==> src/ocaux_pkg.sv <==
// Package with register map, field layout, reset values and timing for the overcurrent and aux slice
package ocaux_pkg;
  localparam int         ADDR_W           = 8;
  localparam int         DATA_W           = 16;
  // Register offsets
  localparam logic [7:0] OFF_HIGH_LIMIT   = 8'h88;
  localparam logic [7:0] OFF_LOW_LIMIT    = 8'h89;
  localparam logic [7:0] OFF_CRC_SPARE    = 8'h8A;
  localparam logic [7:0] OFF_AUX_CFG1     = 8'h8B;
  localparam logic [7:0] OFF_IRQ_STATUS   = 8'hE0;
  localparam logic [7:0] OFF_IRQ_MASK     = 8'hE1;
  localparam logic [7:0] OFF_STATUS       = 8'hE2;
  localparam logic [7:0] OFF_SEQ_STEP     = 8'hE3;
  // Reset values
  localparam logic [15:0] RST_HIGH_LIMIT  = 16'h7FFF;
  localparam logic [15:0] RST_LOW_LIMIT   = 16'h8000;
  localparam logic [15:0] RST_CRC_SPARE   = 16'h5555;
  localparam logic [15:0] RST_AUX_CFG1    = 16'h8010;
  localparam logic [15:0] RST_IRQ_MASK    = 16'h0000;
  // Detection-off codes
  localparam logic [15:0] HIGH_OFF_CODE   = 16'h7FFF;
  localparam logic [15:0] LOW_OFF_CODE    = 16'h8000;
  // Aux config field positions
  localparam int         CFG_ON_BIT       = 15;
  localparam int         CFG_VCM_BIT      = 10;
  localparam int         CFG_SRC_MUX_HI   = 9;
  localparam int         CFG_SRC_MUX_LO   = 7;
  localparam int         CFG_SNK_MUX_HI   = 6;
  localparam int         CFG_SNK_MUX_LO   = 4;
  localparam int         CFG_SRC_LVL_HI   = 3;
  localparam int         CFG_SRC_LVL_LO   = 2;
  localparam int         CFG_SNK_LVL_HI   = 1;
  localparam int         CFG_SNK_LVL_LO   = 0;
  localparam logic [15:0] CFG_WR_MASK     = 16'h87FF;
  // Interrupt status bits
  localparam int         IRQ_HIGH_BIT     = 0;
  localparam int         IRQ_LOW_BIT      = 1;
  localparam int         IRQ_AUX_OFF_BIT  = 2;
  localparam int         IRQ_W            = 3;
  // Fast filter
  localparam int         FAST_OSR         = 64;
  localparam int         FAST_ORDER       = 3;
  // Extra bit keeps the positive full-scale sum from wrapping
  localparam int         FAST_ACC_W       = 2 + FAST_ORDER * 6;
  localparam logic [5:0] FAST_OSR_LAST    = 6'h3F;
  // Sample rate of the modulator: fast clock divided down
  localparam int         MOD_DIV          = 25;
  localparam logic [4:0] MOD_DIV_LAST     = 5'(MOD_DIV - 1);
endpackage

==> src/ocaux_sinc3.sv <==
// Third-order sinc decimator with a fixed ratio of 64, giving a signed 16-bit result
`timescale 1ns/10ps
module ocaux_sinc3 (
  // Clock and reset
  input  wire logic        clk,
  input  wire logic        rstn,
  // Modulator stream
  input  wire logic        bit_en,
  input  wire logic        mod_bit,
  // Filter result
  output logic [15:0]      fast_result,
  output logic             fast_valid
);
  localparam int AW = ocaux_pkg::FAST_ACC_W;
  logic signed [AW-1:0] int1_r, int2_r, int3_r;
  logic signed [AW-1:0] d1_r, d2_r, d3_r;
  logic signed [AW-1:0] c1, c2, c3;
  logic [5:0]           phase_r;
  logic signed [AW-1:0] x_in;

  assign x_in = mod_bit ? AW'(1) : -AW'(1);

  always_ff @(posedge clk or negedge rstn) begin
    if (!rstn) begin
      int1_r  <= '0;
      int2_r  <= '0;
      int3_r  <= '0;
      phase_r <= '0;
    end else if (bit_en) begin
      int1_r  <= int1_r + x_in;
      int2_r  <= int2_r + int1_r;
      int3_r  <= int3_r + int2_r;
      phase_r <= phase_r + 6'h01;
    end
  end

  assign c1 = int3_r - d1_r;
  assign c2 = c1 - d2_r;
  assign c3 = c2 - d3_r;

  // Comb stages run once per 64 modulator bits; full scale 2^18 is shifted down by 3 and saturated
  always_ff @(posedge clk or negedge rstn) begin
    if (!rstn) begin
      d1_r        <= '0;
      d2_r        <= '0;
      d3_r        <= '0;
      fast_result <= 16'h0000;
      fast_valid  <= 1'b0;
    end else begin
      fast_valid <= 1'b0;
      if (bit_en && phase_r == ocaux_pkg::FAST_OSR_LAST) begin
        d1_r        <= int3_r;
        d2_r        <= c1;
        d3_r        <= c2;
        fast_result <= (c3 >= AW'(32'sh40000)) ? 16'h7FFF : c3[AW-2:AW-17];
        fast_valid  <= 1'b1;
      end
    end
  end
endmodule

==> src/ocaux_trip.sv <==
// Signed threshold comparator pair with disable codes
`timescale 1ns/10ps
module ocaux_trip (
  // Clock and reset
  input  wire logic        clk,
  input  wire logic        rstn,
  // Filter result and limits
  input  wire logic [15:0] fast_result,
  input  wire logic        fast_valid,
  input  wire logic [15:0] high_trip_level,
  input  wire logic [15:0] low_trip_level,
  // Trip events
  output logic             high_trip_event,
  output logic             low_trip_event
);
  always_ff @(posedge clk or negedge rstn) begin
    if (!rstn) begin
      high_trip_event <= 1'b0;
      low_trip_event  <= 1'b0;
    end else if (fast_valid) begin
      high_trip_event <= (high_trip_level != ocaux_pkg::HIGH_OFF_CODE) &&
                         ($signed(fast_result) > $signed(high_trip_level));
      low_trip_event  <= (low_trip_level != ocaux_pkg::LOW_OFF_CODE) &&
                         ($signed(fast_result) < $signed(low_trip_level));
    end
  end
endmodule

==> src/ocaux_regs.sv <==
// Overcurrent thresholds, CRC spare and aux converter first config register, with trip logic
//
// Summary of operation
// - High event when fast filter result exceeds signed high threshold.
// - High threshold at maximum positive code disables high detection.
// - Low event when fast filter result is below signed low threshold.
// - Low threshold at most negative code disables low detection.
// - Thresholds are 16-bit two's complement, same scale as filter output.
// - Spare register stores written value, no effect, feeds map CRC.
// - Bit 15 turns aux converter on; resets enabled.
// - Aux off or standby clears aux results and sequence counter.
// - Bit 10 enables common-mode buffer on analog input seven; resets off.
// - Bits 9:7 route open-wire source to input index; resets 0.
// - Bits 6:4 route open-wire sink to input index; resets 1.
// - Bits 3:2 source magnitude: off, 4, 40, 240 microamps.
// - Bits 1:0 sink magnitude, same encoding as source.
// - Fault output high while either trip event is active.
// - Compare against sinc3 fast filter, fixed ratio 64.
//
// Our own choice: the strobed register port.
`timescale 1ns/10ps
module ocaux_regs (
  // Clock and reset
  input  wire logic        clk,
  input  wire logic        rstn,
  // Register port
  input  wire logic [7:0]  reg_addr,
  input  wire logic [15:0] reg_wdata,
  input  wire logic        reg_wr,
  input  wire logic        reg_rd,
  output logic [15:0]      reg_rdata,
  // Current converter one modulator stream
  input  wire logic        mod_bit,
  // Device power state
  input  wire logic        standby_or_powerdown,
  // Aux converter results from the analog side
  input  wire logic [15:0] aux_sample,
  input  wire logic        aux_sample_valid,
  // Overcurrent outputs
  output logic             high_trip_event,
  output logic             low_trip_event,
  output logic             overcurrent_fault_out,
  // Aux converter controls
  output logic             aux_converter_on,
  output logic             aux_run,
  output logic             common_mode_buffer_on,
  output logic [2:0]       open_wire_source_route,
  output logic [2:0]       open_wire_sink_route,
  output logic [1:0]       open_wire_source_level,
  output logic [1:0]       open_wire_sink_level,
  output logic [15:0]      aux_result,
  output logic [1:0]       sequence_step_counter,
  // Register map CRC feed
  output logic [15:0]      crc_spare_value,
  // Interrupt
  output logic             irq
);
  logic [15:0]  high_limit_r;
  logic [15:0]  low_limit_r;
  logic [15:0]  spare_r;
  logic [15:0]  cfg1_r;
  logic [2:0]   irq_stat_r;
  logic [2:0]   irq_mask_r;
  logic [2:0]   irq_set;
  logic [2:0]   irq_clr;
  logic         high_d_r;
  logic         low_d_r;
  logic         aux_on_d_r;
  logic [4:0]   div_r;
  logic         bit_en;
  logic [15:0]  fast_result;
  logic         fast_valid;
  logic [15:0]  rd_nxt;
  logic         wr_high;
  logic         wr_low;
  logic         wr_spare;
  logic         wr_cfg;
  logic         wr_mask;
  logic         wr_stat;

  function automatic logic hit(input logic [7:0] a, input logic [7:0] off);
    hit = (a == off);
  endfunction

  // Write strobes, one per writable register
  assign wr_high  = reg_wr && hit(reg_addr, ocaux_pkg::OFF_HIGH_LIMIT);
  assign wr_low   = reg_wr && hit(reg_addr, ocaux_pkg::OFF_LOW_LIMIT);
  assign wr_spare = reg_wr && hit(reg_addr, ocaux_pkg::OFF_CRC_SPARE);
  assign wr_cfg   = reg_wr && hit(reg_addr, ocaux_pkg::OFF_AUX_CFG1);
  assign wr_mask  = reg_wr && hit(reg_addr, ocaux_pkg::OFF_IRQ_MASK);
  assign wr_stat  = reg_wr && hit(reg_addr, ocaux_pkg::OFF_IRQ_STATUS);

  // High threshold
  always_ff @(posedge clk or negedge rstn) begin
    if (!rstn) begin
      high_limit_r <= ocaux_pkg::RST_HIGH_LIMIT;
    end else if (wr_high) begin
      high_limit_r <= reg_wdata;
    end
  end

  // Low threshold
  always_ff @(posedge clk or negedge rstn) begin
    if (!rstn) begin
      low_limit_r <= ocaux_pkg::RST_LOW_LIMIT;
    end else if (wr_low) begin
      low_limit_r <= reg_wdata;
    end
  end

  // Spare word, no effect beyond the CRC feed
  always_ff @(posedge clk or negedge rstn) begin
    if (!rstn) begin
      spare_r <= ocaux_pkg::RST_CRC_SPARE;
    end else if (wr_spare) begin
      spare_r <= reg_wdata;
    end
  end

  // Aux config; reserved bits are dropped on write
  always_ff @(posedge clk or negedge rstn) begin
    if (!rstn) begin
      cfg1_r <= ocaux_pkg::RST_AUX_CFG1;
    end else if (wr_cfg) begin
      cfg1_r <= reg_wdata & ocaux_pkg::CFG_WR_MASK;
    end
  end

  // Interrupt mask
  always_ff @(posedge clk or negedge rstn) begin
    if (!rstn) begin
      irq_mask_r <= ocaux_pkg::RST_IRQ_MASK[2:0];
    end else if (wr_mask) begin
      irq_mask_r <= reg_wdata[2:0];
    end
  end

  // Read data registered, one cycle after the strobe; unmapped reads return zero
  always_comb begin
    rd_nxt = 16'h0000;
    if (hit(reg_addr, ocaux_pkg::OFF_HIGH_LIMIT)) begin
      rd_nxt = high_limit_r;
    end else if (hit(reg_addr, ocaux_pkg::OFF_LOW_LIMIT)) begin
      rd_nxt = low_limit_r;
    end else if (hit(reg_addr, ocaux_pkg::OFF_CRC_SPARE)) begin
      rd_nxt = spare_r;
    end else if (hit(reg_addr, ocaux_pkg::OFF_AUX_CFG1)) begin
      rd_nxt = cfg1_r;
    end else if (hit(reg_addr, ocaux_pkg::OFF_IRQ_STATUS)) begin
      rd_nxt = {13'h0000, irq_stat_r};
    end else if (hit(reg_addr, ocaux_pkg::OFF_IRQ_MASK)) begin
      rd_nxt = {13'h0000, irq_mask_r};
    end else if (hit(reg_addr, ocaux_pkg::OFF_STATUS)) begin
      rd_nxt = {13'h0000, aux_run, low_trip_event, high_trip_event};
    end else if (hit(reg_addr, ocaux_pkg::OFF_SEQ_STEP)) begin
      rd_nxt = {14'h0000, sequence_step_counter};
    end
  end

  always_ff @(posedge clk or negedge rstn) begin
    if (!rstn) begin
      reg_rdata <= 16'h0000;
    end else if (reg_rd) begin
      reg_rdata <= rd_nxt;
    end else begin
      reg_rdata <= 16'h0000;
    end
  end

  // Config fields out
  assign aux_converter_on       = cfg1_r[ocaux_pkg::CFG_ON_BIT];
  assign common_mode_buffer_on  = cfg1_r[ocaux_pkg::CFG_VCM_BIT];
  assign open_wire_source_route = cfg1_r[ocaux_pkg::CFG_SRC_MUX_HI:ocaux_pkg::CFG_SRC_MUX_LO];
  assign open_wire_sink_route   = cfg1_r[ocaux_pkg::CFG_SNK_MUX_HI:ocaux_pkg::CFG_SNK_MUX_LO];
  assign open_wire_source_level = cfg1_r[ocaux_pkg::CFG_SRC_LVL_HI:ocaux_pkg::CFG_SRC_LVL_LO];
  assign open_wire_sink_level   = cfg1_r[ocaux_pkg::CFG_SNK_LVL_HI:ocaux_pkg::CFG_SNK_LVL_LO];
  assign crc_spare_value        = spare_r;
  assign aux_run                = aux_converter_on && !standby_or_powerdown;

  // Aux result; cleared while the converter is not running
  always_ff @(posedge clk or negedge rstn) begin
    if (!rstn) begin
      aux_result <= 16'h0000;
    end else if (!aux_run) begin
      aux_result <= 16'h0000;
    end else if (aux_sample_valid) begin
      aux_result <= aux_sample;
    end
  end

  // Sequence step counter; cleared while the converter is not running
  always_ff @(posedge clk or negedge rstn) begin
    if (!rstn) begin
      sequence_step_counter <= 2'b00;
    end else if (!aux_run) begin
      sequence_step_counter <= 2'b00;
    end else if (aux_sample_valid) begin
      sequence_step_counter <= sequence_step_counter + 2'b01;
    end
  end

  // Modulator bit rate enable
  always_ff @(posedge clk or negedge rstn) begin
    if (!rstn) begin
      div_r <= 5'h00;
    end else if (div_r == ocaux_pkg::MOD_DIV_LAST) begin
      div_r <= 5'h00;
    end else begin
      div_r <= div_r + 5'h01;
    end
  end
  assign bit_en = (div_r == ocaux_pkg::MOD_DIV_LAST);

  ocaux_sinc3 u_fast (
    .clk         (clk),
    .rstn        (rstn),
    .bit_en      (bit_en),
    .mod_bit     (mod_bit),
    .fast_result (fast_result),
    .fast_valid  (fast_valid)
  );

  ocaux_trip u_trip (
    .clk             (clk),
    .rstn            (rstn),
    .fast_result     (fast_result),
    .fast_valid      (fast_valid),
    .high_trip_level (high_limit_r),
    .low_trip_level  (low_limit_r),
    .high_trip_event (high_trip_event),
    .low_trip_event  (low_trip_event)
  );

  assign overcurrent_fault_out = high_trip_event | low_trip_event;

  // Interrupts: rising edges of trip events and aux converter stopping
  always_ff @(posedge clk or negedge rstn) begin
    if (!rstn) begin
      high_d_r <= 1'b0;
    end else begin
      high_d_r <= high_trip_event;
    end
  end

  always_ff @(posedge clk or negedge rstn) begin
    if (!rstn) begin
      low_d_r <= 1'b0;
    end else begin
      low_d_r <= low_trip_event;
    end
  end

  // Only a fall is flagged, so the low reset value cannot fake one
  always_ff @(posedge clk or negedge rstn) begin
    if (!rstn) begin
      aux_on_d_r <= 1'b0;
    end else begin
      aux_on_d_r <= aux_run;
    end
  end

  assign irq_set = {aux_on_d_r & ~aux_run, low_trip_event & ~low_d_r, high_trip_event & ~high_d_r};
  assign irq_clr = wr_stat ? reg_wdata[2:0] : 3'h0;

  // Set wins over a clear in the same cycle
  always_ff @(posedge clk or negedge rstn) begin
    if (!rstn) begin
      irq_stat_r <= 3'h0;
    end else begin
      irq_stat_r <= (irq_stat_r & ~irq_clr) | irq_set;
    end
  end

  assign irq = |(irq_stat_r & irq_mask_r);
endmodule

==> config.mk <==
export PLATFORM = sky130hd
export DESIGN_NAME = ocaux_regs
export DESIGN_NICKNAME = d
export VERILOG_FILES = /design/src/ocaux_pkg.sv /design/src/ocaux_sinc3.sv /design/src/ocaux_trip.sv /design/src/ocaux_regs.sv
export SDC_FILE = /design/constraint.sdc
export NUM_CORES = 1
export LEC_CHECK = 0
export ABC_AREA = 1
export ABC_CLOCK_PERIOD_IN_PS = 12300
export BUFFER_PORTS_ARGS = -buffer_cell sky130_fd_sc_hd__buf_4
export CORE_MARGIN = 1.5
export CORE_UTILIZATION = 40
export CTS_CLUSTER_DIAMETER = 100
export DETAILED_ROUTE_END_ITERATION = 8
export GPL_ROUTABILITY_DRIVEN = 0
export HOLD_SLACK_MARGIN = 0.05
export PLACE_DENSITY_LB_ADDON = 0.12
export SLEW_MARGIN = 20
export SYNTH_ARGS = -nofsm -noshare
export SYNTH_HDL_FRONTEND = slang
export SYNTH_SLANG_ARGS = --single-unit
==> constraint.sdc <==
create_clock -name clk -period 12.3 [get_ports clk]
set_clock_uncertainty 0.1 [all_clocks]
set_input_delay 1.845 -clock clk [delete_from_list [all_inputs] [get_ports clk]]
set_output_delay 1.845 -clock clk [all_outputs]
set_load 0.02 [all_outputs]
## Word-level counts from Yosys, hierarchy flattened

Cells that the tools add are included.

- Logic and storage cells: 90
- Register bits: 253
- Input port bits: 47

- Equal/unequal tests: 13
- Reduce and logical (&&, ||, !) cells: 12
- $add $sub $neg: 9
- Magnitude comparators: 3
- Bitwise logic cells: 11
- Muxes and demuxes: 18

Operators with widths:

| kind | number |
|---|---|
| $mux 16 | 8 |
| $eq 8x8->1 const B | 8 |
| $add 20x20->20 | 3 |
| $sub 20x20->20 | 3 |
| $ge 20x20->1 const B | 1 |
| $mux 20 | 1 |
| $gt 16x16->1 | 1 |
| $lt 16x16->1 | 1 |
| $ne 16x15->1 const B | 1 |
| $ne 16x16->1 const B | 1 |
| $mux 3 | 4 |
| $logic_and 1x1->1 | 10 |
| $add 6x1->6 const B | 1 |
| $and 3x3->3 | 2 |
| $eq 6x6->1 const B | 1 |
| $mux 2 | 3 |
| $add 5x1->5 const B | 1 |
| $eq 5x5->1 const B | 1 |
| $mux 5 | 1 |
| $and 1x1->1 | 3 |
| $not 1->1 | 3 |
| $not 3->3 | 1 |
| $or 3x3->3 | 1 |
| $reduce_or 3->1 | 1 |
| 5 further kinds | 5 |

## Longest topological paths before layout

- Depth in word-level cells: 10
- Depth in mapped cells: 32
- Gate-level depth less buffers: 32

## Cells and area by module

From an unflattened synthesis, not the netlist that was laid out.

- Cell total of the unflattened synthesis: 2111
- Area, all modules: 16759.8 um^2

By module, submodules not included:

| module | cells each | instances | area each (um^2) |
|---|---|---|---|
| ocaux_sinc3 | 1426 | 1 | 10931.7 |
| ocaux_regs | 525 | 1 | 4833.4 |
| ocaux_trip | 160 | 1 | 994.7 |

## Worst setup path before layout

OpenSTA, ideal clock, no wires.

- Path kind: register to register
- Start: register u_fast.int3_r[0]
- End: register u_fast.fast_result[7]
- Data arrival time: 4.638 ns
- Buffers on the path: 1
- Slack: 7.489 ns
- Clock period less this slack: 4.811 ns
- Cell stages (with the launch flop): 33
- Path through: dfrtp_1 -> inv_1 -> ha_1 -> inv_1 -> fa_1 -> nand3_1 -> nand2_1 -> nand2_1 -> nand2_1 -> nand2_1 -> nand2_1 -> nand2_1 -> nand2_1 -> a21boi_1 -> o21ai_0 -> xor2_1 -> ha_1 -> nand2_1 -> nor4_1 -> nand4_1 -> nand3_1 -> xor2_1 -> ha_1 -> inv_1 -> nor3_1 -> nand2_1 -> inv_1 -> nand4_1 -> o211ai_1 -> xor2_1 -> nand3_4 -> buf_6 -> a21oi_2

- Longest elaborated chain between the ends: 5

Ends and longest elaborated chain:

| element | line | RTL |
|---|---|---|
| start, declared | ocaux_sinc3.sv:15 | `logic signed [AW-1:0] int1_r, int2_r, int3_r;` |
| start signal, assigned | ocaux_sinc3.sv:32 | `int3_r <= int3_r + int2_r;` |
| $sub 20x20->20 | ocaux_sinc3.sv:37 | `assign c1 = int3_r - d1_r;` |
| named net u_fast.c1[16] | ocaux_sinc3.sv:17 | `logic signed [AW-1:0] c1, c2, c3;` |
| $sub 20x20->20 | ocaux_sinc3.sv:38 | `assign c2 = c1 - d2_r;` |
| named net u_fast.c2[17] | ocaux_sinc3.sv:17 |  |
| $sub 20x20->20 | ocaux_sinc3.sv:39 | `assign c3 = c2 - d3_r;` |
| $ge 20x20->1 | ocaux_sinc3.sv:55 | `fast_result <= (c3 >= AW'(32'sh40000)) ? 16'h7FFF : c3[AW-2:AW-17];` |
| $mux 16 | ocaux_sinc3.sv:55 |  |
| end signal, assigned | ocaux_sinc3.sv:55 |  |
| end, declared | ocaux_sinc3.sv:11 | `output logic [15:0] fast_result,` |

The timed path passes the listed nets, and every way through them passes these cells.
A chain may end at the register's enable or synchronous reset.

## Worst setup path after layout

- Start: register u_fast.int3_r[0]
- End: register u_fast.fast_result[0]

The elaborated chain is that of the path after synthesis.

==> summary.md <==
| Metric | Value |
|---|---|
| Clock power frac | 0.478 |
| Critical path's most frequent cell | nand2_1 |
| Ratio of cells with drive above 1 in the final layout | 0.1202 |
| Worst-Margin Slew | 0.9785 ns |
| Comb pwr share | 0.116 |
| Sequential-to-total area share from yosys stat | 0.3871 |
| Grt ovf | 0 |
| Flop2flop setup slack | 6.64 ns |
| DRT iter0 DRCs | 901 |
| Clock Latency Late Sink | 0.59 ns |
| Hpwl dp | 31570 microns |
| Port buffer count | 113 |
| Commonest non-fill, non-tap cells in the layout | nand2_1, inv_1, o21ai_0, dfrtp_1, a21oi_1 |
| Area grow syn2layout | 15.58% |
| Distinct cell type count of the synthesized netlist | 54 |
| Final core occ | 0.4674 |
| Commonest non-fill, non-tap cell in the layout | nand2_1 |
| Period minus WS final | 5.658 ns |
| # nets final | 2381 |
| Routed WL per cell | 15.42 microns |
| Max transition margin | 0.3461 |
| Site row count | 74 |
| FILL cells | 4066 |
| Design area | 19000 sq um |
| Flops & latches, synth | 253 |
| Min setup slack post-route | 6.642 ns |
| Setup Crit Path Kind | reg2reg |
| Vias post-DR | 14.06k |
| Starting Density | 0.4044 |
| Tcrit/Tclk final | 0.4600 |
| Initial antenna violation count | 0 |
| Post-CTS resize count | 0 |
| CP Max Fanout | 15 |
| CTS Buf Count | 31 |
| Mapped Cells | 2079 |
| Post-DP Area | 17840 sq um |
| Power per cell area | 114.1 nW/um^2 |
| Clock root buffer | clkbuf_16 |
| Switching Fraction | 0.2573 |
| Antenna diodes | 0 |
| P_leak | 9.308 nW |
| CP Buf/Inv Count | 4 |
| Ys Warns | 0 |
| Total GRT Usage | 0.2029 |
| P_int | 0.001610 W |
| Post-synth ARST share | 1.000 |
| Peak VDD IR | 0.08651 mV |
| Die Y-Extent | 205.7 microns |
| Drc violations | 0 |
| Worst EP required | 12.70 ns |
| Largest net degree at the start of global routing | 156 |
| Worst setup SP type | register |
| Mapped Area | 16440 sq um |
| RSZ-0062 raised after global routing | false |
| Vias in the first global route | 13.55k |
| First-pass GRT wire length | 69800 microns |
| CTS tree | done |
| Post-CTS Setup Bufs | 0 |
| CTS H-tree lvls | 1 |
| CP peak stage delay | 0.44 ns |
| Post-DRT Antenna Nets | 0 |
| Clk slew on worst S/H paths | 0.06 ns |
| CTS max path bufs | 3 |
| Worst setup EP type | register |
| Avg Inst Size Synth | 7.907 sq um |
| # Max-Cap Violations | 0 |
| Status | completed |
| WP data arrival | 6.06 ns |
| HP Class | reg2reg |
| Clock sinks | 253 |
| Final Hold Fails | 0 |
| Die W | 205.7 microns |
| Top Ports | 114 |
| Ys flop type | dfrtp_1 |
| Core area | 40650 sq um |
| Router iterations before antenna repair | 5 |
| Post-Place Worst Slack | 6.745 ns |
| Via-to-Cell Ratio | 5.136 |
| CP max-delay cell | nor4_1 |
| Seq pwr share | 0.406 |
| Setup violators final | 0 |
| TNS Setup | 0 ns |
| Final Max Tran Viols | 0 |
| Routed WL | 42210 microns |
| Highest Clock Rate | 176.8 MHz |
| CP top delay family | simple AND/OR/NAND/NOR gates |
| # hold bufs at CTS | 0 |
| Post-synth EDFFs | 0 |
| Psw | 0.0005576 W |
| Die area | 42320 sq um |
| Mapped Nets | 2278 |
[sequential cells by signal, indices dropped and copies added, names as in the netlist, 2 cells and up]
name,cells
u_fast.d1_r,20
u_fast.d2_r,20
u_fast.d3_r,20
u_fast.int1_r,20
u_fast.int2_r,20
u_fast.int3_r,20
aux_result,16
crc_spare_value,16
high_limit_r,16
low_limit_r,16
reg_rdata,16
u_fast.fast_result,16
cfg1_r,12
u_fast.phase_r,6
div_r,5
irq_mask_r,3
irq_stat_r,3
sequence_step_counter,2
[Yosys cell counts (2+ instances only)]
cell type,count,share of area
a221o_1,6,0.0037
a21oi_2,9,0.0048
and3_1,3,0.0011
dfrtp_1,227,0.35
a221oi_1,7,0.0037
buf_1,3,0.00068
a21boi_0,2,0.00091
a211oi_1,4,0.0018
a31oi_1,15,0.0057
nor4_2,2,0.0015
or2_2,21,0.0080
a22oi_1,2,0.00091
a21oi_4,3,0.0030
o21bai_1,7,0.0032
fa_1,5,0.0061
nor3_1,21,0.0064
dfstp_2,26,0.042
a21oi_1,167,0.051
nor2_1,102,0.023
xor2_1,54,0.029
nand4_1,30,0.011
o211ai_1,11,0.0050
nor4_1,12,0.0046
o21a_1,3,0.0014
nand2_1,462,0.11
nand3_4,2,0.0021
buf_2,8,0.0024
a31o_2,6,0.0032
nand3_1,63,0.019
inv_1,264,0.060
a21o_1,8,0.0037
inv_2,5,0.0011
nand2_2,5,0.0019
a311o_1,3,0.0018
clkbuf_1,38,0.0087
o21ai_0,252,0.077
ha_1,147,0.11
xnor2_1,39,0.021
o21ai_1,6,0.0018
o31ai_1,10,0.0046
nand3_2,6,0.0037
[power groups by stage]
stage / Combinational (W) / Clock, W / Sequential, W
2_1_floorplan: 0.000166 / 0 / 0.000892
6_report: 0.000252 / 0.00104 / 0.000879
4_1_cts: 0.000254 / 0.00107 / 0.000879
3_3_place_gp: 0.000251 / 0 / 0.000894
5_1_grt: 0.000289 / 0.00110 / 0.000881
3_5_place_dp: 0.000254 / 0 / 0.000894
[cell families after synthesis]
family	Yosys count	share of synthesized area
adders and majority gates	152	0.1180
buffers and inverters	321	0.07444
xor gates and xnor gates	93	0.04955
AOI/OAI and AO/OA	525	0.1788
and+or+nand+nor	735	0.1921
DFF	253	0.3871
[routing by layer]
metal	track usage	wire length [microns]	vias up
met5	0	0	-
met4	0.05787	1128	0
met3	0.02392	1638	67
met2	0.3517	20160	283
met1	0.2651	19280	6544
li1	-	-	7163
[through the flow]
step           hold WS [ns]  power [W]  instances
2_1_floorplan        0.2996   0.001058       2079
3_3_place_gp         0.3073   0.001145       2681
3_5_place_dp         0.3090   0.001147       2681
4_1_cts              0.3172   0.002200       2737
5_1_grt              0.3262   0.002269       2737
6_report             0.3189   0.002167       2737
[path summary, 6_finish.rpt]
path / depth (start not counted) / start / end
max: 31 / u_fast.int3_r[0]$_DFFE_PN0N_ / u_fast.fast_result[0]$_DFFE_PN0P_
min: 1 / high_d_r$_DFF_PN0_ / irq_stat_r[0]$_DFF_PN0_
max reg2reg: 31 / u_fast.int3_r[0]$_DFFE_PN0N_ / u_fast.fast_result[0]$_DFFE_PN0P_
min reg2reg: 1 / high_d_r$_DFF_PN0_ / irq_stat_r[0]$_DFF_PN0_
max in group asynchronous: 2 / rstn / u_fast.int3_r[16]$_DFFE_PN0N_
min in group asynchronous: 1 / rstn / cfg1_r[0]$_DFFE_PN0P_
[cell type report]
type / instances / area, sq um / area share
clock inverter: 19 / 331.6 / 0.01745
tap: 532 / 665.6 / 0.03503
inverter: 270 / 1013 / 0.05334
multi-input combinational: 1505 / 8869 / 0.4668
sequential: 253 / 6364 / 0.3349
timing repair buffer: 121 / 928.4 / 0.04886
clock buffer: 37 / 828.3 / 0.04360
Note: power is estimated with default switching activity, not from simulation.
